File: src/iavi_pkg.sv
// Shared constants and types for the interrupt acknowledge vector and initialization block.
package iavi_pkg;

    // ------------------------------------------------------------
    // Sizes
    // ------------------------------------------------------------
    localparam int IAVI_LEVELS = 8;
    localparam int IAVI_LVL_W = 3;

    // ------------------------------------------------------------
    // Bit positions in the synchronised input vector
    // ------------------------------------------------------------
    localparam int SX_CS = 0;
    localparam int SX_RD = 1;
    localparam int SX_WR = 2;
    localparam int SX_ACK = 3;
    localparam int SX_A0 = 4;
    localparam int SX_SP = 5;
    localparam int SX_CAS = 6;
    localparam int SX_D = 9;
    localparam int SX_IR = 17;
    localparam int SX_W = 25;
    localparam logic [SX_W-1:0] SX_RESET = 25'h000000f;

    // ------------------------------------------------------------
    // Field positions of the command words
    // ------------------------------------------------------------
    localparam int W1_IC4 = 0;
    localparam int W1_SINGLE_DEVICE_FLAG = 1;
    localparam int W1_ADI = 2;
    localparam int W1_LEVEL_TRIGGER_FLAG = 3;
    localparam int W1_SEL = 4;
    localparam int W4_UPM = 0;
    localparam int W4_AUTO_END_OF_IRQ = 1;
    localparam int W4_MS = 2;
    localparam int W4_BUF = 3;
    localparam int W4_SPECIAL_NESTED_FLAG = 4;
    localparam int O_SEL3 = 3;
    localparam int O2_EOI = 5;
    localparam int O2_SL = 6;
    localparam int O3_RIS = 0;
    localparam int O3_RR = 1;
    localparam int O3_SMM = 5;
    localparam int O3_ESMM = 6;

    // ------------------------------------------------------------
    // Values
    // ------------------------------------------------------------
    localparam logic [7:0] CALL_OPCODE = 8'hcd;
    localparam logic [2:0] SPURIOUS_LEVEL = 3'h7;
    localparam logic [7:0] SLAVE_ID_RESET = 8'h07;
    localparam logic [7:0] WORD_RESET = 8'h00;
    localparam logic [7:0] MASK_RESET = 8'h00;
    localparam logic [1:0] ACK_FIRST = 2'h0;
    localparam logic [1:0] ACK_VECTOR = 2'h1;
    localparam logic [1:0] ACK_THIRD = 2'h2;

    typedef enum logic [2:0] {
        IAVI_UNINIT,
        IAVI_WANT_W2,
        IAVI_WANT_W3,
        IAVI_WANT_W4,
        IAVI_READY
    } iavi_init_t;

endpackage : iavi_pkg

File: src/iavi_top.sv
// Interrupt controller core: initialization words, request capture and acknowledge vector generation.
// Functional notes
// - 16-bit host: second ack falling sets in-service bit, rising clears pending bit.
// - 16-bit host: auto-END_OF_IRQ_COMMAND clears in-service at second ack end, else END_OF_IRQ_COMMAND command.
// - Request gone before first ack: answer as level 7, vector and cascade.
// - 8-bit host uses three ack pulses; first returns call opcode 0xcd.
// - Spacing 4: second byte is A7..A5, level on D4..D2, D1..D0 zero.
// - Spacing 8: second byte is A7..A6, level on D5..D3, D2..D0 zero.
// - Third ack in 8-bit host returns address bits 15..8 from word two.
// - 16-bit host first ack freezes and resolves; data bus stays floating.
// - 16-bit host master puts slave identity on cascade lines at first ack end.
// - 16-bit vector: type bits 7..3 and level in 2..0; spacing ignored.
// - Write with D4 high and A0 low is always word one, restarting init.
// - Word one clears mask, fixes priority, slave id 7, no special mask, read PENDING_REQUEST_REG.
// - Word one resets edge detection; each input needs a fresh rising edge unless the level trigger flag is set.
// - Without fourth word: unbuffered, no auto-END_OF_IRQ_COMMAND, 8-bit host.
// - Init takes two to four writes; third if not single, fourth if flagged.
// - Operation command words accepted only after initialization completes.
// - Level trigger flag takes requests from levels, bypassing edge detection.
// - Spacing flag one gives spacing 4, zero gives spacing 8.
// - Master: word three marks slave inputs; master gives only first call byte for a level marked as slave.
// - Slave: word three low bits are identity; drives later bytes on cascade match.
// - Buffered: enable pin is output, master/slave bit selects role; else pin selects.
// - Word four selects host type, special fully nested and auto-END_OF_IRQ_COMMAND.
// - Words two to four and mask written with A0 high; word one with A0 low.
// - Read with write is ignored; bus floats unless selected read or ack drives.
`timescale 1ns/100ps
module iavi_top (
    input wire logic CLK,
    input wire logic RESETN,
    input wire logic CS_N,
    input wire logic RD_N,
    input wire logic WR_N,
    input wire logic A0,
    input wire logic [7:0] D_IN,
    output logic [7:0] D_OUT,
    output logic D_OE_N,
    input wire logic IRQ_ACK_STROBE_N,
    input wire logic [iavi_pkg::IAVI_LEVELS-1:0] REQUEST_INPUTS,
    output logic IRQ_OUT,
    input wire logic [iavi_pkg::IAVI_LVL_W-1:0] CASCADE_ID_LINES_IN,
    output logic [iavi_pkg::IAVI_LVL_W-1:0] CASCADE_ID_LINES_OUT,
    output logic CASCADE_ID_LINES_OE_N,
    input wire logic SLAVE_PROG_BUFFER_EN_IN,
    output logic SLAVE_PROG_BUFFER_EN_OUT,
    output logic SLAVE_PROG_BUFFER_EN_OE_N
);
    import iavi_pkg::*;

    // ------------------------------------------------------------
    // Reset release and input synchronisers
    // ------------------------------------------------------------
    logic rst_s1_q;
    logic rst_n;
    logic [SX_W-1:0] raw;
    logic [SX_W-1:0] filt;
    logic [SX_W-1:0] filt_prev_q;

    always_ff @(posedge CLK or negedge RESETN) begin
        if (!RESETN) begin
            rst_s1_q <= 1'b0;
            rst_n <= 1'b0;
        end else begin
            rst_s1_q <= 1'b1;
            rst_n <= rst_s1_q;
        end
    end

    assign raw = {REQUEST_INPUTS, D_IN, CASCADE_ID_LINES_IN, SLAVE_PROG_BUFFER_EN_IN,
                  A0, IRQ_ACK_STROBE_N, WR_N, RD_N, CS_N};

    // A change is accepted only once the second and third stages agree, so a
    // pin sampled mid-transition cannot produce a one-cycle glitch inside.
    for (genvar g = 0; g < SX_W; g++) begin : g_sync
        logic s1_q;
        logic s2_q;
        logic s3_q;
        logic f_q;
        always_ff @(posedge CLK or negedge rst_n) begin
            if (!rst_n) begin
                s1_q <= SX_RESET[g];
                s2_q <= SX_RESET[g];
                s3_q <= SX_RESET[g];
                f_q <= SX_RESET[g];
            end else begin
                s1_q <= raw[g];
                s2_q <= s1_q;
                s3_q <= s2_q;
                if (s2_q == s3_q) begin
                    f_q <= s3_q;
                end
            end
        end
        assign filt[g] = f_q;
    end

    always_ff @(posedge CLK or negedge rst_n) begin
        if (!rst_n) begin
            filt_prev_q <= SX_RESET;
        end else begin
            filt_prev_q <= filt;
        end
    end

    // ------------------------------------------------------------
    // Strobe decoding
    // ------------------------------------------------------------
    logic cs_n;
    logic rd_n;
    logic wr_n;
    logic ack_n;
    logic [7:0] din;
    logic [7:0] ir;
    logic [2:0] cas_in;
    logic wr_act;
    logic wr_act_q;
    logic wr_take;
    logic [7:0] wdata_q;
    logic wa0_q;
    logic ack_fall;
    logic ack_rise;

    assign cs_n = filt[SX_CS];
    assign rd_n = filt[SX_RD];
    assign wr_n = filt[SX_WR];
    assign ack_n = filt[SX_ACK];
    assign din = filt[SX_D +: 8];
    assign ir = filt[SX_IR +: IAVI_LEVELS];
    assign cas_in = filt[SX_CAS +: IAVI_LVL_W];
    assign wr_act = ~wr_n & ~cs_n & rd_n;
    assign wr_take = wr_act_q & ~wr_act;
    assign ack_fall = filt_prev_q[SX_ACK] & ~ack_n;
    assign ack_rise = ~filt_prev_q[SX_ACK] & ack_n;

    // Data and A0 are held from the write strobe, so the word is taken at its trailing edge.
    always_ff @(posedge CLK or negedge rst_n) begin
        if (!rst_n) begin
            wr_act_q <= 1'b0;
            wdata_q <= WORD_RESET;
            wa0_q <= 1'b0;
        end else begin
            wr_act_q <= wr_act;
            if (wr_act) begin
                wdata_q <= din;
                wa0_q <= filt[SX_A0];
            end
        end
    end

    logic take_w1;
    logic take_hi;
    logic take_o2;
    logic take_o3;
    iavi_init_t init_q;

    assign take_w1 = wr_take & ~wa0_q & wdata_q[W1_SEL];
    assign take_hi = wr_take & wa0_q;
    assign take_o2 = wr_take & ~wa0_q & ~wdata_q[W1_SEL] & ~wdata_q[O_SEL3] & (init_q == IAVI_READY);
    assign take_o3 = wr_take & ~wa0_q & ~wdata_q[W1_SEL] & wdata_q[O_SEL3] & (init_q == IAVI_READY);

    // ------------------------------------------------------------
    // Initialization sequence
    // ------------------------------------------------------------
    logic [7:0] init_word_one_q;
    logic [7:0] init_word_two_q;
    logic [7:0] init_word_three_q;
    logic [7:0] init_word_four_q;
    logic [7:0] request_mask_reg_q;

    always_ff @(posedge CLK or negedge rst_n) begin
        if (!rst_n) begin
            init_q <= IAVI_UNINIT;
            init_word_one_q <= WORD_RESET;
            init_word_two_q <= WORD_RESET;
            init_word_three_q <= SLAVE_ID_RESET;
            init_word_four_q <= WORD_RESET;
        end else if (take_w1) begin
            init_q <= IAVI_WANT_W2;
            init_word_one_q <= wdata_q;
            init_word_three_q <= SLAVE_ID_RESET;
            init_word_four_q <= WORD_RESET;
        end else if (take_hi) begin
            case (init_q)
                IAVI_WANT_W2: begin
                    init_word_two_q <= wdata_q;
                    if (!init_word_one_q[W1_SINGLE_DEVICE_FLAG]) begin
                        init_q <= IAVI_WANT_W3;
                    end else if (init_word_one_q[W1_IC4]) begin
                        init_q <= IAVI_WANT_W4;
                    end else begin
                        init_q <= IAVI_READY;
                    end
                end
                IAVI_WANT_W3: begin
                    init_word_three_q <= wdata_q;
                    init_q <= init_word_one_q[W1_IC4] ? IAVI_WANT_W4 : IAVI_READY;
                end
                IAVI_WANT_W4: begin
                    init_word_four_q <= wdata_q;
                    init_q <= IAVI_READY;
                end
                default: begin
                    init_q <= init_q;
                end
            endcase
        end
    end

    // Decoded configuration.
    logic single;
    logic level_trigger_flag;
    logic call_spacing_flag;
    logic host16;
    logic auto_end_of_irq;
    logic buffered;
    logic master;
    logic special_nested_flag;
    logic ready;

    assign single = init_word_one_q[W1_SINGLE_DEVICE_FLAG];
    assign level_trigger_flag = init_word_one_q[W1_LEVEL_TRIGGER_FLAG];
    assign call_spacing_flag = init_word_one_q[W1_ADI];
    assign host16 = init_word_four_q[W4_UPM];
    assign auto_end_of_irq = init_word_four_q[W4_AUTO_END_OF_IRQ];
    assign special_nested_flag = init_word_four_q[W4_SPECIAL_NESTED_FLAG];
    assign buffered = init_word_four_q[W4_BUF];
    assign master = buffered ? init_word_four_q[W4_MS] : filt[SX_SP];
    assign ready = (init_q == IAVI_READY);

    // ------------------------------------------------------------
    // Operation registers: mask, special mask, read target
    // ------------------------------------------------------------
    logic smm_q;
    logic read_isr_q;

    always_ff @(posedge CLK or negedge rst_n) begin
        if (!rst_n) begin
            request_mask_reg_q <= MASK_RESET;
            smm_q <= 1'b0;
            read_isr_q <= 1'b0;
        end else if (take_w1) begin
            request_mask_reg_q <= MASK_RESET;
            smm_q <= 1'b0;
            read_isr_q <= 1'b0;
        end else if (take_hi && ready) begin
            request_mask_reg_q <= wdata_q;
        end else if (take_o3) begin
            if (wdata_q[O3_ESMM]) begin
                smm_q <= wdata_q[O3_SMM];
            end
            if (wdata_q[O3_RR]) begin
                read_isr_q <= wdata_q[O3_RIS];
            end
        end
    end

    // ------------------------------------------------------------
    // Priority resolution, fixed with level 0 highest
    // ------------------------------------------------------------
    function automatic logic [3:0] iavi_first(input logic [7:0] v);
        logic [3:0] r;
        r = 4'h0;
        for (int i = IAVI_LEVELS - 1; i >= 0; i--) begin
            if (v[i]) begin
                r = {1'b1, 3'(i)};
            end
        end
        return r;
    endfunction : iavi_first

    logic [7:0] pending_request_reg_q;
    logic [7:0] in_service_reg_q;
    logic [7:0] allow;
    logic [3:0] isr_top;
    logic [3:0] req_top;

    assign isr_top = iavi_first(in_service_reg_q);

    // In-service levels block equal and lower levels, or only themselves in special mask mode; special fully nested mode
    // lets a master re-enter a level that carries a slave.
    always_comb begin
        allow = '0;
        for (int i = 0; i < IAVI_LEVELS; i++) begin
            if (smm_q) begin
                allow[i] = ~in_service_reg_q[i];
            end else begin
                allow[i] = ~isr_top[3] || (3'(i) < isr_top[2:0]) ||
                           ((3'(i) == isr_top[2:0]) && special_nested_flag && master && init_word_three_q[i]);
            end
        end
    end

    assign req_top = iavi_first(pending_request_reg_q & ~request_mask_reg_q & allow);

    // ------------------------------------------------------------
    // Acknowledge sequencing
    // ------------------------------------------------------------
    logic [1:0] ack_cnt_q;
    logic [2:0] ack_lvl_q;
    logic ack_real_q;
    logic ack_slave_q;
    logic cas_drive_q;
    logic [1:0] ack_last;
    logic cas_match;
    logic first_ok;
    logic rest_ok;
    logic vec_fall;
    logic vec_rise;
    logic last_rise;

    assign ack_last = host16 ? ACK_VECTOR : ACK_THIRD;
    assign cas_match = (cas_in == init_word_three_q[2:0]);
    assign first_ok = single | master;
    assign rest_ok = single | (master & ~ack_slave_q) | (~master & cas_match);
    assign vec_fall = ack_fall & (ack_cnt_q == ACK_VECTOR) & ready;
    assign vec_rise = ack_rise & (ack_cnt_q == ACK_VECTOR) & ready;
    assign last_rise = ack_rise & (ack_cnt_q == ack_last) & ready;

    always_ff @(posedge CLK or negedge rst_n) begin
        if (!rst_n) begin
            ack_cnt_q <= ACK_FIRST;
            ack_lvl_q <= SPURIOUS_LEVEL;
            ack_real_q <= 1'b0;
            ack_slave_q <= 1'b0;
            cas_drive_q <= 1'b0;
        end else if (take_w1 || !ready) begin
            ack_cnt_q <= ACK_FIRST;
            cas_drive_q <= 1'b0;
        end else begin
            if (ack_fall && ack_cnt_q == ACK_FIRST) begin
                // Freeze the winner; a vanished request answers as level 7.
                ack_real_q <= req_top[3];
                ack_lvl_q <= req_top[3] ? req_top[2:0] : SPURIOUS_LEVEL;
                ack_slave_q <= ~single & master &
                               init_word_three_q[req_top[3] ? req_top[2:0] : SPURIOUS_LEVEL];
                if (!host16 && !single && master) begin
                    cas_drive_q <= 1'b1;
                end
            end
            if (ack_rise) begin
                if (ack_cnt_q == ACK_FIRST && host16 && !single && master) begin
                    cas_drive_q <= 1'b1;
                end
                if (ack_cnt_q == ack_last) begin
                    ack_cnt_q <= ACK_FIRST;
                    cas_drive_q <= 1'b0;
                end else begin
                    ack_cnt_q <= ack_cnt_q + 2'h1;
                end
            end
        end
    end

    // ------------------------------------------------------------
    // Request capture
    // ------------------------------------------------------------
    logic [7:0] ir_prev_q;
    logic [7:0] ir_rise;
    logic [7:0] irr_clr;

    assign ir_rise = ir & ~ir_prev_q;
    assign irr_clr = (vec_rise && ack_real_q) ? (8'h01 << ack_lvl_q) : 8'h00;

    // A fresh edge in the same cycle as the acknowledge clear survives.
    always_ff @(posedge CLK or negedge rst_n) begin
        if (!rst_n) begin
            ir_prev_q <= 8'hff;
            pending_request_reg_q <= 8'h00;
        end else if (take_w1) begin
            ir_prev_q <= 8'hff;
            pending_request_reg_q <= 8'h00;
        end else begin
            ir_prev_q <= ir;
            if (level_trigger_flag) begin
                pending_request_reg_q <= ir & ~irr_clr;
            end else begin
                pending_request_reg_q <= ((pending_request_reg_q & ir) & ~irr_clr) | ir_rise;
            end
        end
    end

    // ------------------------------------------------------------
    // In-service register
    // ------------------------------------------------------------
    logic [7:0] isr_clr;
    logic isr_set_ok;

    assign isr_set_ok = ack_real_q & (single | master | cas_match);

    always_comb begin
        isr_clr = 8'h00;
        if (take_o2 && wdata_q[O2_EOI]) begin
            if (wdata_q[O2_SL]) begin
                isr_clr = 8'h01 << wdata_q[2:0];
            end else if (isr_top[3]) begin
                isr_clr = 8'h01 << isr_top[2:0];
            end
        end
        if (last_rise && auto_end_of_irq) begin
            isr_clr = isr_clr | (8'h01 << ack_lvl_q);
        end
    end

    always_ff @(posedge CLK or negedge rst_n) begin
        if (!rst_n) begin
            in_service_reg_q <= 8'h00;
        end else if (take_w1) begin
            in_service_reg_q <= 8'h00;
        end else if (vec_fall && isr_set_ok) begin
            in_service_reg_q <= (in_service_reg_q & ~isr_clr) | (8'h01 << ack_lvl_q);
        end else begin
            in_service_reg_q <= in_service_reg_q & ~isr_clr;
        end
    end

    // ------------------------------------------------------------
    // Data bus, cascade and enable pins
    // ------------------------------------------------------------
    logic [7:0] dout_d;
    logic drive_d;
    logic [7:0] low_byte;

    assign low_byte = call_spacing_flag ? {init_word_one_q[7:5], ack_lvl_q, 2'b00}
                          : {init_word_one_q[7:6], ack_lvl_q, 3'b000};

    always_comb begin
        dout_d = 8'h00;
        drive_d = 1'b0;
        if (!ack_n && ready) begin
            if (host16) begin
                if (ack_cnt_q == ACK_VECTOR && rest_ok) begin
                    dout_d = {init_word_two_q[7:3], ack_lvl_q};
                    drive_d = 1'b1;
                end
            end else if (ack_cnt_q == ACK_FIRST && first_ok) begin
                dout_d = CALL_OPCODE;
                drive_d = 1'b1;
            end else if (ack_cnt_q == ACK_VECTOR && rest_ok) begin
                dout_d = low_byte;
                drive_d = 1'b1;
            end else if (ack_cnt_q == ACK_THIRD && rest_ok) begin
                dout_d = init_word_two_q;
                drive_d = 1'b1;
            end
        end else if (!rd_n && !cs_n && wr_n) begin
            dout_d = filt[SX_A0] ? request_mask_reg_q
                                 : (read_isr_q ? in_service_reg_q : pending_request_reg_q);
            drive_d = 1'b1;
        end
    end

    // The enable pin in buffered mode steers an external transceiver, so it
    // follows the data enable in the same cycle.
    always_ff @(posedge CLK or negedge rst_n) begin
        if (!rst_n) begin
            D_OUT <= 8'h00;
            D_OE_N <= 1'b1;
            SLAVE_PROG_BUFFER_EN_OUT <= 1'b1;
            SLAVE_PROG_BUFFER_EN_OE_N <= 1'b1;
        end else begin
            D_OUT <= dout_d;
            D_OE_N <= ~drive_d;
            SLAVE_PROG_BUFFER_EN_OUT <= ~drive_d;
            SLAVE_PROG_BUFFER_EN_OE_N <= ~buffered;
        end
    end

    always_ff @(posedge CLK or negedge rst_n) begin
        if (!rst_n) begin
            CASCADE_ID_LINES_OUT <= 3'h0;
            CASCADE_ID_LINES_OE_N <= 1'b1;
            IRQ_OUT <= 1'b0;
        end else begin
            CASCADE_ID_LINES_OUT <= ack_lvl_q;
            CASCADE_ID_LINES_OE_N <= ~(cas_drive_q & ack_slave_q & master & ~single);
            IRQ_OUT <= req_top[3] & ready & (ack_cnt_q == ACK_FIRST);
        end
    end

endmodule : iavi_top

File: config.mk
export PLATFORM = sky130hd
export DESIGN_NAME = iavi_top
export DESIGN_NICKNAME = d
export VERILOG_FILES = /design/src/iavi_pkg.sv /design/src/iavi_top.sv
export SDC_FILE = /design/constraint.sdc
export NUM_CORES = 1
export LEC_CHECK = 0
export ABC_AREA = 1
export BUFFER_PORTS_ARGS = -buffer_cell sky130_fd_sc_hd__buf_2
export CAP_MARGIN = 30
export CORE_MARGIN = 2
export CORE_UTILIZATION = 55
export DETAILED_ROUTE_END_ITERATION = 10
export GPL_TIMING_DRIVEN = 0
export PLACE_DENSITY = 0.76
export REMOVE_ABC_BUFFERS = 1
export SETUP_SLACK_MARGIN = 0.1
export SLEW_MARGIN = 10
export SYNTH_ARGS = -nofsm -noshare
export SYNTH_HDL_FRONTEND = slang
export SYNTH_SLANG_ARGS = --single-unit
File: constraint.sdc
create_clock -name CLK -period 6 [get_ports CLK]
set_clock_uncertainty 0.2 [all_clocks]
set_input_delay 1.2 -clock CLK [delete_from_list [all_inputs] [get_ports CLK]]
set_output_delay 1.2 -clock CLK [all_outputs]
set_load 0.02 [all_outputs]
==> impl_metrics.py, run 1 <==
metrics = {
    "run_status": {
        "status": "completed",
    },
    "clock_network": {
        "cts_resized": 0,
        "clk_pin_slew_ps": 60,
        "clock_latency_ps": 490,
        "holdBufCountCts": 0,
        "cts.repair_timing.setup_buffer_count": 0,
        "numCtsBuffers": 21,
        "htree_levels": 1,
        "cts.sinks": 201,
        "tritoncts": "done",
        "cts.root.buffer_cell": "clkbuf_16",
        "clockBufferDepth": 3,
    },
    "power": {
        "leakage_nw": 4.22,
        "p_per_area_mw_per_mm2": 424,
        "p_int_mw": 2.72,
        "p_switching_mw": 1.24,
        "p_sw_share_pct": 31.3,
        "power.total_mw": 3.96,
        "p_comb_share_pct": 20.1,
        "vdd_drop_max_mv": 0.246,
        "pwr-share-clk_pct": 34.1,
        "seqPwrFrac_pct": 45.8,
    },
    "synth": {
        "ys_types": 45,
        "yosysTopAreaCellShare_pct": 51.5,
        "syn_area_mm2": 0.00812,
        "netlist_instances": 799,
        "synth_most_common_cell": "dfrtp_1",
        "synth_compound_area_share_pct": 11.0,
        "async_flop_share_pct": 100,
        "synthTopCellsByCount": "dfrtp_1 (167), nand2_1 (160), o21ai_0 (89), inv_1 (79), nor2_1 (42)",
        "ys_seq_area_share_pct": 62.5,
        "synth_largest_area_cell": "dfrtp_1",
        "yosys.area_share.adder_pct": 3.54,
        "yosys_register_bits": 201,
        "yosys.area_share.xor_xnor_pct": 0.324,
        "synth_flop_cell": "dfrtp_1",
        "synth_edf_count": 0,
        "synth.area.mux_share_pct": 0.370,
        "syn_avg_cell_area_um2": 10.2,
        "synthSimpleGateAreaFrac_pct": 17.3,
        "synth_top_family_by_area": "simple AND/OR/NAND/NOR gates",
        "yosysWarnings": 0,
        "netlist_top_cells_area": "dfrtp_1 (51%), dfstp_2 (11%), nand2_1 (7.4%)",
    },
    "setup_path": {
        "reg2reg_depth": 13,
        "crit_path_cell_trace": "nor2_1, nand2_1, inv_2, nor3_1, inv_1, nor2_2, inv_2, nand2_1, nor2_1, inv_1, nor3_1, nand3_1, nand2_1",
        "slowest_stage": "dfstp_2",
        "cp-start-kind": "flop",
        "crit_fanout": 28,
        "r2r_start": "cs_n$_DFFE_PN1N_",
        "worstPathRequired_ps": 6180,
        "path_buf_inv": 4,
        "crit_type": "flop to flop",
        "reg2reg_slack_ps": 2900,
        "end_kind": "flop",
        "cp_data_arrival_time_ps": 3280,
        "rr_endpoint": "ack_slave_q$_DFFE_PN0P_",
        "crit_path_max_incr_delay_ps": 540,
        "crit_top_cell": "nand2_1",
        "crit_family": "simple AND/OR/NAND/NOR gates",
    },
    "finish": {
        "final_layout_size_suffix_gt1_share_pct": 18.5,
        "area_growth_syn_to_layout_pct": 15.0,
        "final_nets": 883,
        "stdcell_area_mm2": 0.00934,
        "antenna_cells": 0,
    },
    "place": {
        "post-dp-hpwl_um": 12300,
        "port_buffers": 42,
        "gp_congestion": 0.970,
        "placedInstanceArea_mm2": 0.00861,
    },
    "sta": {
        "slew-limit-headroom_pct": 42.1,
        "final.min_clock_period_ps": 3100,
        "hold_viol": 0,
        "rsz0062_at_grt": "false",
        "fin_crit_sh_pct": 51.7,
        "slew_violations": 0,
        "fmax_mhz": 323,
        "finalSetupViolCount": 0,
        "worstMarginPinSlew_ps": 865,
    },
    "floorplan": {
        "start_util_pct": 56.1,
        "die_x_um": 126,
        "die_area_mm2": 0.0158,
        "pin_count": 43,
        "core_mm2": 0.0145,
        "row_count": 44,
        "fp.dieH_um": 126,
    },
    "routing": {
        "finalWirelength_um": 17600,
        "drt-pass1-iter-count": 6,
        "vias": 5793,
        "wl_per_cell_um": 16.8,
        "remaining_drc_errors": 0,
        "postRouteAntennaNets": 0,
        "viasPerCell": 5.51,
        "drt_iter0_drc": 582,
    },
    "global_routing": {
        "grt.total_usage_pct": 23.3,
        "grt_max_degree": 69,
        "grt_pass1_vias": 5701,
        "grt_overflow": 0,
        "grt_pass1_wl_um": 29500,
        "antenna_found_initial": 0,
    },
    "worst_hold_path": {
        "min_from": "g_sync[24].s1_q$_DFF_PN0_",
        "holdPathEnd": "g_sync[24].s2_q$_DFF_PN0_",
        "holdPathStages": 0,
        "hold_path.class": "flop to flop",
    },
    "flow_run": {
        "cap_violations": 0,
    },
}
cells in the final DEF, fill, tap and decap left out, drive strengths merged, types with 4 or more instances in the layout:
cell / count
buf: 47
nand2: 173
dfrtp: 167
o21a: 8
nand3: 46
o211ai: 6
a21oi: 21
clkbuf: 29
nor2: 49
o21ai: 92
inv: 90
a221oi: 7
or2: 8
dfstp: 34
bufinv: 4
nand4: 7
a211oi: 5
nor3: 17
maj3: 25
power groups by stage:
stage	sequential [mW]	combinational, mW	clock, mW
after floorplan	1.78	0.546	0
after global placement	1.84	0.736	0
after detailed placement	1.83	0.781	0
after CTS	1.81	0.790	1.38
after global routing	1.84	0.899	1.44
final	1.81	0.795	1.35
cell families (layout without fill, tap and decap cells):
group / after synthesis / in the layout
adders and majority gates: 28 / 28
xor gates and xnor gates: 3 / 3
DFF: 201 / 201
muxes: 3 / 3
buffers and inverters: 106 / 174
AOI/OAI and AO/OA: 154 / 154
other: 1 / 1
and+or+nand+nor: 303 / 303
how the worst max path moves through the flow:
stage / startpoint / to / slack (ps) / cells after the start
after floorplan: rst_n$_DFF_PN0_ / CASCADE_ID_LINES_OUT[0]$_DFF_PN0_ / -160 / 0
after global placement: rst_n$_DFF_PN0_ / g_sync[17].f_q$_DFFE_PN0N_ / -2040 / 0
after detailed placement: cs_n$_DFFE_PN1N_ / ack_slave_q$_DFFE_PN0P_ / 2960 / 13
after CTS: cs_n$_DFFE_PN1N_ / ack_slave_q$_DFFE_PN0P_ / 2940 / 13
after global routing: cs_n$_DFFE_PN1N_ / ack_slave_q$_DFFE_PN0P_ / 2590 / 13
final: cs_n$_DFFE_PN1N_ / ack_slave_q$_DFFE_PN0P_ / 2900 / 13
layer usage:
layer	wire [um]	vias up	track usage (%)	part of all wire [%]
met5	0	-	0	0
met4	563	0	7.71	3.2
met3	1280	46	4.41	7.2
met2	8060	227	36.0	46
met1	7710	2764	33.7	44
li1	-	2756	-	-
flip-flops by register name, summed over array words and instances, names as in the netlist, 2 cells and up:
signal                 flops
pending_request_reg_q      8
g_sync.s2_q               25
init_q                     3
init_word_two_q            8
ack_cnt_q                  2
g_sync.s1_q               25
CASCADE_ID_LINES_OUT       3
g_sync.f_q                23
wdata_q                    8
g_sync.s3_q               25
init_word_four_q           5
ack_lvl_q                  3
ir_prev_q                  8
init_word_three_q          8
init_word_one_q            7
request_mask_reg_q         8
in_service_reg_q           8
D_OUT                      8
metrics by stage:
step,hold slack (ps),util (%),setup WS [ps],cells,TNS [ps]
after floorplan,131,-,-156,783,-25810
after global placement,131,58.7,-2040,1009,-334060
after detailed placement,135,59.4,2960,1014,0
after CTS,145,64.5,2940,1051,0
after global routing,151,64.5,2590,1051,0
final,146,64.5,2900,1051,0
final cells by class:
class	instances	area, um2
Fill cell	1143	5140
Sequential cell	201	5080
Multi-Input combinational cell	492	2650
Clock buffer	29	586
Inverter	90	338
Timing Repair Buffer	47	315
Tap cell	184	230
Clock inverter	8	145
Note: power is estimated with default switching activity, not from simulation.
==> run 2, diff against run 1 <==
Clock period 6 ns to 2.5 ns, I/O delays scaled along.
==> impl_metrics.py, run 2 (synthesis results as in run 1) <==
metrics = {
    "run_status": {
        "status": "completed",
    },
    "sta": {
        "final.min_clock_period_ps": 2420,
        "fmax_mhz": 414,
        "slew_violations": 0,
        "worst_slack_ps": 83.3,
        "rsz0062_at_grt": "true",
        "hold_viol": 0,
        "fin_crit_sh_pct": 96.7,
        "slew-limit-headroom_pct": 57.9,
        "finalSetupViolCount": 0,
        "worstMarginPinSlew_ps": 631,
    },
    "finish": {
        "final_nets": 922,
        "layout_common_cells": "dfrtp_1 (163), nand2_1 (140), o21ai_0 (87)",
        "nFillCells": 1069,
        "top_regs": "g_sync.s1_q (25), g_sync.s2_q (25), g_sync.s3_q (25)",
        "antenna_cells": 0,
        "final_layout_size_suffix_gt1_share_pct": 24.1,
        "stdcell_area_mm2": 0.00990,
        "area_growth_syn_to_layout_pct": 21.8,
        "final_common_cell": "dfrtp_1",
    },
    "power": {
        "vdd_drop_max_mv": 0.594,
        "p_comb_share_pct": 21.8,
        "seqPwrFrac_pct": 44.8,
        "p_per_area_mw_per_mm2": 984,
        "p_int_mw": 6.64,
        "p_sw_share_pct": 31.9,
        "leakage_nw": 4.43,
        "pwr-share-clk_pct": 33.4,
        "p_switching_mw": 3.10,
    },
    "flow_run": {
        "cap_violations": 0,
    },
    "setup_path": {
        "cp_data_arrival_time_ps": 2600,
        "end_kind": "flop",
        "crit_top_cell": "nand2_2",
        "crit_path_cell_trace": "nor2_4, nand2_2, nand3_2, nand2_2, nor2_4, nand2_2, nand2_2, nand3_2, nand3_2, nand2_2, nor2_4, nand2_4, nand2_4, nand2_2, nand3_2, nand3_1, nand3_2, nand2_1",
        "reg2reg_slack_ps": 80,
        "cp-endpoint": "ack_slave_q$_DFFE_PN0P_",
        "cp-start-kind": "flop",
        "worstPathRequired_ps": 2680,
        "reg2reg_depth": 18,
        "r2r_start": "in_service_reg_q[5]$_DFF_PN0_",
        "crit_fanout": 6,
        "crit_path_max_incr_delay_ps": 450,
        "startpoint": "in_service_reg_q[5]$_DFF_PN0_",
        "crit_type": "flop to flop",
        "rr_endpoint": "ack_slave_q$_DFFE_PN0P_",
        "slowest_stage": "dfrtp_2",
        "path_buf_inv": 0,
        "crit_family": "simple AND/OR/NAND/NOR gates",
        "cp.depth": 18,
    },
    "routing": {
        "vias": 5990,
        "postRouteAntennaNets": 0,
        "wl_per_cell_um": 16.8,
        "drt_iter0_drc": 594,
        "viasPerCell": 5.50,
        "drt-pass1-iter-count": 6,
        "finalWirelength_um": 18300,
        "remaining_drc_errors": 0,
    },
    "floorplan": {
        "pin_count": 43,
        "die_x_um": 126,
        "die_area_mm2": 0.0158,
        "core_mm2": 0.0145,
        "fp.dieH_um": 126,
        "row_count": 44,
        "start_util_pct": 56.1,
    },
    "clock_network": {
        "numCtsBuffers": 21,
        "htree_levels": 1,
        "cts.root.buffer_cell": "clkbuf_16",
        "cts.sinks": 201,
        "tritoncts": "done",
        "clk_pin_slew_ps": 60,
        "clockBufferDepth": 3,
        "clock_latency_ps": 490,
    },
    "global_routing": {
        "grt_overflow": 0,
        "antenna_found_initial": 0,
        "grt_pass1_vias": 5871,
        "grt.total_usage_pct": 23.9,
        "grt_pass1_wl_um": 30200,
        "grt_max_degree": 69,
    },
    "place": {
        "post-dp-hpwl_um": 12300,
        "port_buffers": 42,
        "pre_cts_slack_ps": -542,
        "placedInstanceArea_mm2": 0.00861,
        "gp_congestion": 0.970,
    },
    "worst_hold_path": {
        "hold_path.class": "primary input to asynchronous set/reset pin",
    },
}
## run 2: cell types whose count changed in the layout (fill, tap and decap cells not counted), moves of 3 or more
cell	change
nand3_1	-9
dfrtp_2	+3
nor2_4	+4
dfrtp_1	-3
nand3_2	+8
nand2_1	-20
buf_4	+12
nand2_2	+18
nor2_2	+4
nor2_1	-8
dlygate4sd3_1	+26
## run 2: power groups by stage
stage	Sequential [mW]	Combinational (mW)	Clock [mW]
detailed placement	4.38	1.87	0
CTS	4.34	1.94	3.31
global route	4.42	2.38	3.46
finish	4.36	2.12	3.25
floorplan	4.27	1.31	0
global placement	4.42	1.77	0
## run 2: per-layer routing
layer	GRT usage, %	share of wire, %	wire, um
met5	0	0	0
met4	7.58	3.7	685
met2	37.7	46	8490
met3	4.24	7.3	1330
met1	34.1	43	7810
## run 2: final cells by class
class                   instances  area (um2)  share of cell area (%)
multi-input cells             492        2830                    28.5
clock buffers                  29         586                    5.92
repair buffers                 86         682                    6.89
flip-flops and latches        201        5080                    51.3
well taps                     184         230                    2.33
inverters                      90         348                    3.51
clock inverters                 8         145                    1.47
## run 2: through the flow
step                instances  util, %  power, mW  setup TNS, ps  hold slack, ps
floorplan                 783        -       5.58        -678930            4.41
CTS                      1080     66.6       9.59              0             111
detailed placement       1014     59.4       6.26         -11590            87.7
global placement         1009     58.7       6.19       -1078130            86.2
global route             1090     68.3       10.3          -85.2             117
finish                   1090     68.3       9.74              0             127
## run 2: worst min-delay path by stage
stage / cells after the start / end / slack [ps]
after floorplan: 0 / rst_n$_DFF_PN0_ / 4
after global placement: 1 / rst_s1_q$_DFF_PN0_ / 90
after detailed placement: 1 / rst_s1_q$_DFF_PN0_ / 90
after CTS: 2 / rst_n$_DFF_PN0_ / 110
after global routing: 2 / rst_s1_q$_DFF_PN0_ / 120
final: 2 / rst_s1_q$_DFF_PN0_ / 130
## run 2: repair_timing
item	in CTS	in global routing
setup endpoints to repair	57	45
resized for setup	7	56
hold buffers	26	0
endpoints found under the hold margin	27	0
buffers inserted	3	10
pin swaps	2	22
==> run 3, diff against run 2 <==
Settings changed: CORE_UTILIZATION 55 to 60, PLACE_DENSITY 0.76 to 0.78.
Clock period 2.5 ns to 2.45 ns, I/O delays scaled along.
==> impl_metrics.py, run 3 (synthesis results as in run 1) <==
metrics = {
    "run_status": {
        "status": "completed",
    },
    "floorplan": {
        "start_util_pct": 61.3,
        "die_x_um": 120,
        "die_area_mm2": 0.0145,
        "row_count": 42,
        "core_mm2": 0.0132,
        "pin_count": 43,
        "fp.dieH_um": 120,
    },
    "sta": {
        "finalSetupViolCount": 0,
        "hold_viol": 0,
        "rsz0062_at_grt": "true",
        "final.min_clock_period_ps": 2420,
        "slew-limit-headroom_pct": 53.7,
        "fmax_mhz": 413,
        "fin_crit_sh_pct": 98.9,
        "tns_ps": 0,
        "slew_violations": 0,
        "worstMarginPinSlew_ps": 694,
    },
    "place": {
        "placedInstanceArea_mm2": 0.00858,
        "port_buffers": 42,
        "post-dp-hpwl_um": 14000,
        "gp_congestion": 0.943,
    },
    "clock_network": {
        "cts.root.buffer_cell": "clkbuf_16",
        "clock_latency_ps": 500,
        "cts.sinks": 201,
        "clk_pin_slew_ps": 60,
        "tritoncts": "done",
        "clockBufferDepth": 3,
        "numCtsBuffers": 21,
        "htree_levels": 1,
    },
    "routing": {
        "finalWirelength_um": 23000,
        "viasPerCell": 5.80,
        "remaining_drc_errors": 0,
        "drt-pass1-iter-count": 5,
        "wl_per_cell_um": 20.8,
        "vias": 6412,
        "drt_iter0_drc": 691,
        "postRouteAntennaNets": 0,
    },
    "setup_path": {
        "r2r_start": "in_service_reg_q[5]$_DFF_PN0_",
        "cp_data_arrival_time_ps": 2610,
        "crit_type": "flop to flop",
        "cp-start-kind": "flop",
        "worstPathRequired_ps": 2630,
        "crit_fanout": 6,
        "startpoint": "in_service_reg_q[5]$_DFF_PN0_",
        "end_kind": "flop",
        "reg2reg_slack_ps": 30,
        "rr_endpoint": "ack_slave_q$_DFFE_PN0P_",
        "reg2reg_depth": 18,
        "cp-endpoint": "ack_slave_q$_DFFE_PN0P_",
    },
    "global_routing": {
        "use_met2_pct": 48.9,
        "grt_max_degree": 56,
        "met3_usage_pct": 5.24,
        "grt_overflow": 0,
        "grt_util_met1_pct": 42.2,
        "antenna_found_initial": 0,
        "grt.total_usage_pct": 30.5,
        "grt_pass1_vias": 6147,
        "grt.busiest_layer": "met2",
        "grt_pass1_wl_um": 33400,
    },
    "finish": {
        "final_nets": 945,
        "layout_common_cells": "dfrtp_1 (161), nand2_1 (137), o21ai_0 (83)",
        "multi_input_area_mm2": 0.00301,
        "regArea_mm2": 0.00508,
        "stdcell_area_mm2": 0.0102,
        "final_common_cell": "dfrtp_1",
        "final_layout_size_suffix_gt1_share_pct": 28.3,
        "post-route-util_pct": 76.9,
        "nFillCells": 819,
        "antenna_cells": 0,
        "top_regs": "g_sync.s1_q (25), g_sync.s2_q (25), g_sync.s3_q (25)",
        "area_growth_syn_to_layout_pct": 25.4,
    },
    "flow_run": {
        "cap_violations": 0,
    },
    "worst_hold_path": {
        "hold_path.class": "primary input to asynchronous set/reset pin",
    },
    "power": {
        "leakage_nw": 4.53,
        "vdd_drop_max_mv": 0.910,
        "p_per_area_mw_per_mm2": 981,
    },
}
-- run 3: cell count changes in the layout (fill, tap and decap cells not counted), sizes merged --
cell	before	now
clkbuf	29	32
nor2	49	50
buf	60	80
clkinv	2	4
inv	90	91
bufinv	4	0
clkinvlp	2	3
-- run 3: worst max-delay path, stage by stage (launching register included) --
cell and delay, ps:
dfrtp_2 450, nor2_4 170, nand2_2 100, nand3_2 80
nand2_2 80, nor2_4 180, nand2_2 90, nand2_2 60
nand3_2 80, nand3_2 90, nand2_2 70, nor2_4 140
nand2_4 90, nand2_4 110, nand2_2 60, nand3_2 70
nand3_2 80, nand3_2 60, nand2_1 50
-- run 3: metrics by stage --
stage	hold slack, ps	total power [mW]	setup slack (ps)	instances
3_3_place_gp	74.6	6.36	-5280	1001
5_1_grt	134	10.4	-105	1106
3_5_place_dp	75.9	6.47	-1010	1005
6_report	119	9.99	26.6	1106
4_1_cts	105	9.54	-15.6	1073
2_1_floorplan	-5.59	5.70	-3710	783
-- run 3: routing by layer --
metal / vias up / part of all wire, %
met5: - / 0
met4: 0 / 4.6
met3: 80 / 7.1
met2: 319 / 48
met1: 3135 / 41
li1: 2878 / -
-- run 3: power breakdown --
| group | leakage [nW] | internal (mW) | switching [mW] | total, mW |
|---|---|---|---|---|
| clock | 0.303 | 1.69 | 1.29 | 2.98 |
| sequential | 2.43 | 3.90 | 0.626 | 4.53 |
| combinational | 1.80 | 0.871 | 1.60 | 2.48 |
-- run 3: layout make-up --
type	count	area share, %
sequential	201	49.9
multi-input combinational	493	29.6
timing repair buffer	106	8.38
clock buffer	32	5.86
inverter	90	3.51
tap	176	2.16
clock inverter	6	0.442
timing repair inverter	2	0.135
-- run 3: how the worst min path moves through the flow --
stage | endpoint | slack (ps) | depth (start not counted)
after floorplan | rst_n$_DFF_PN0_ | -6 | 0
after global routing | rst_n$_DFF_PN0_ | 130 | 2
after detailed placement | rst_s1_q$_DFF_PN0_ | 80 | 1
final | rst_s1_q$_DFF_PN0_ | 120 | 2
after CTS | rst_n$_DFF_PN0_ | 110 | 2
after global placement | rst_s1_q$_DFF_PN0_ | 70 | 1
-- run 3: timing repair --
item | 4_1_cts | 5_1_grt
endpoints found under the hold margin | 27 | 0
setup endpoints to repair | 74 | 51
gates resized for setup | 21 | 102
setup buffers | 3 | 31
cloned | 1 | 2
hold buffers | 26 | 0
pin swaps | 2 | 33
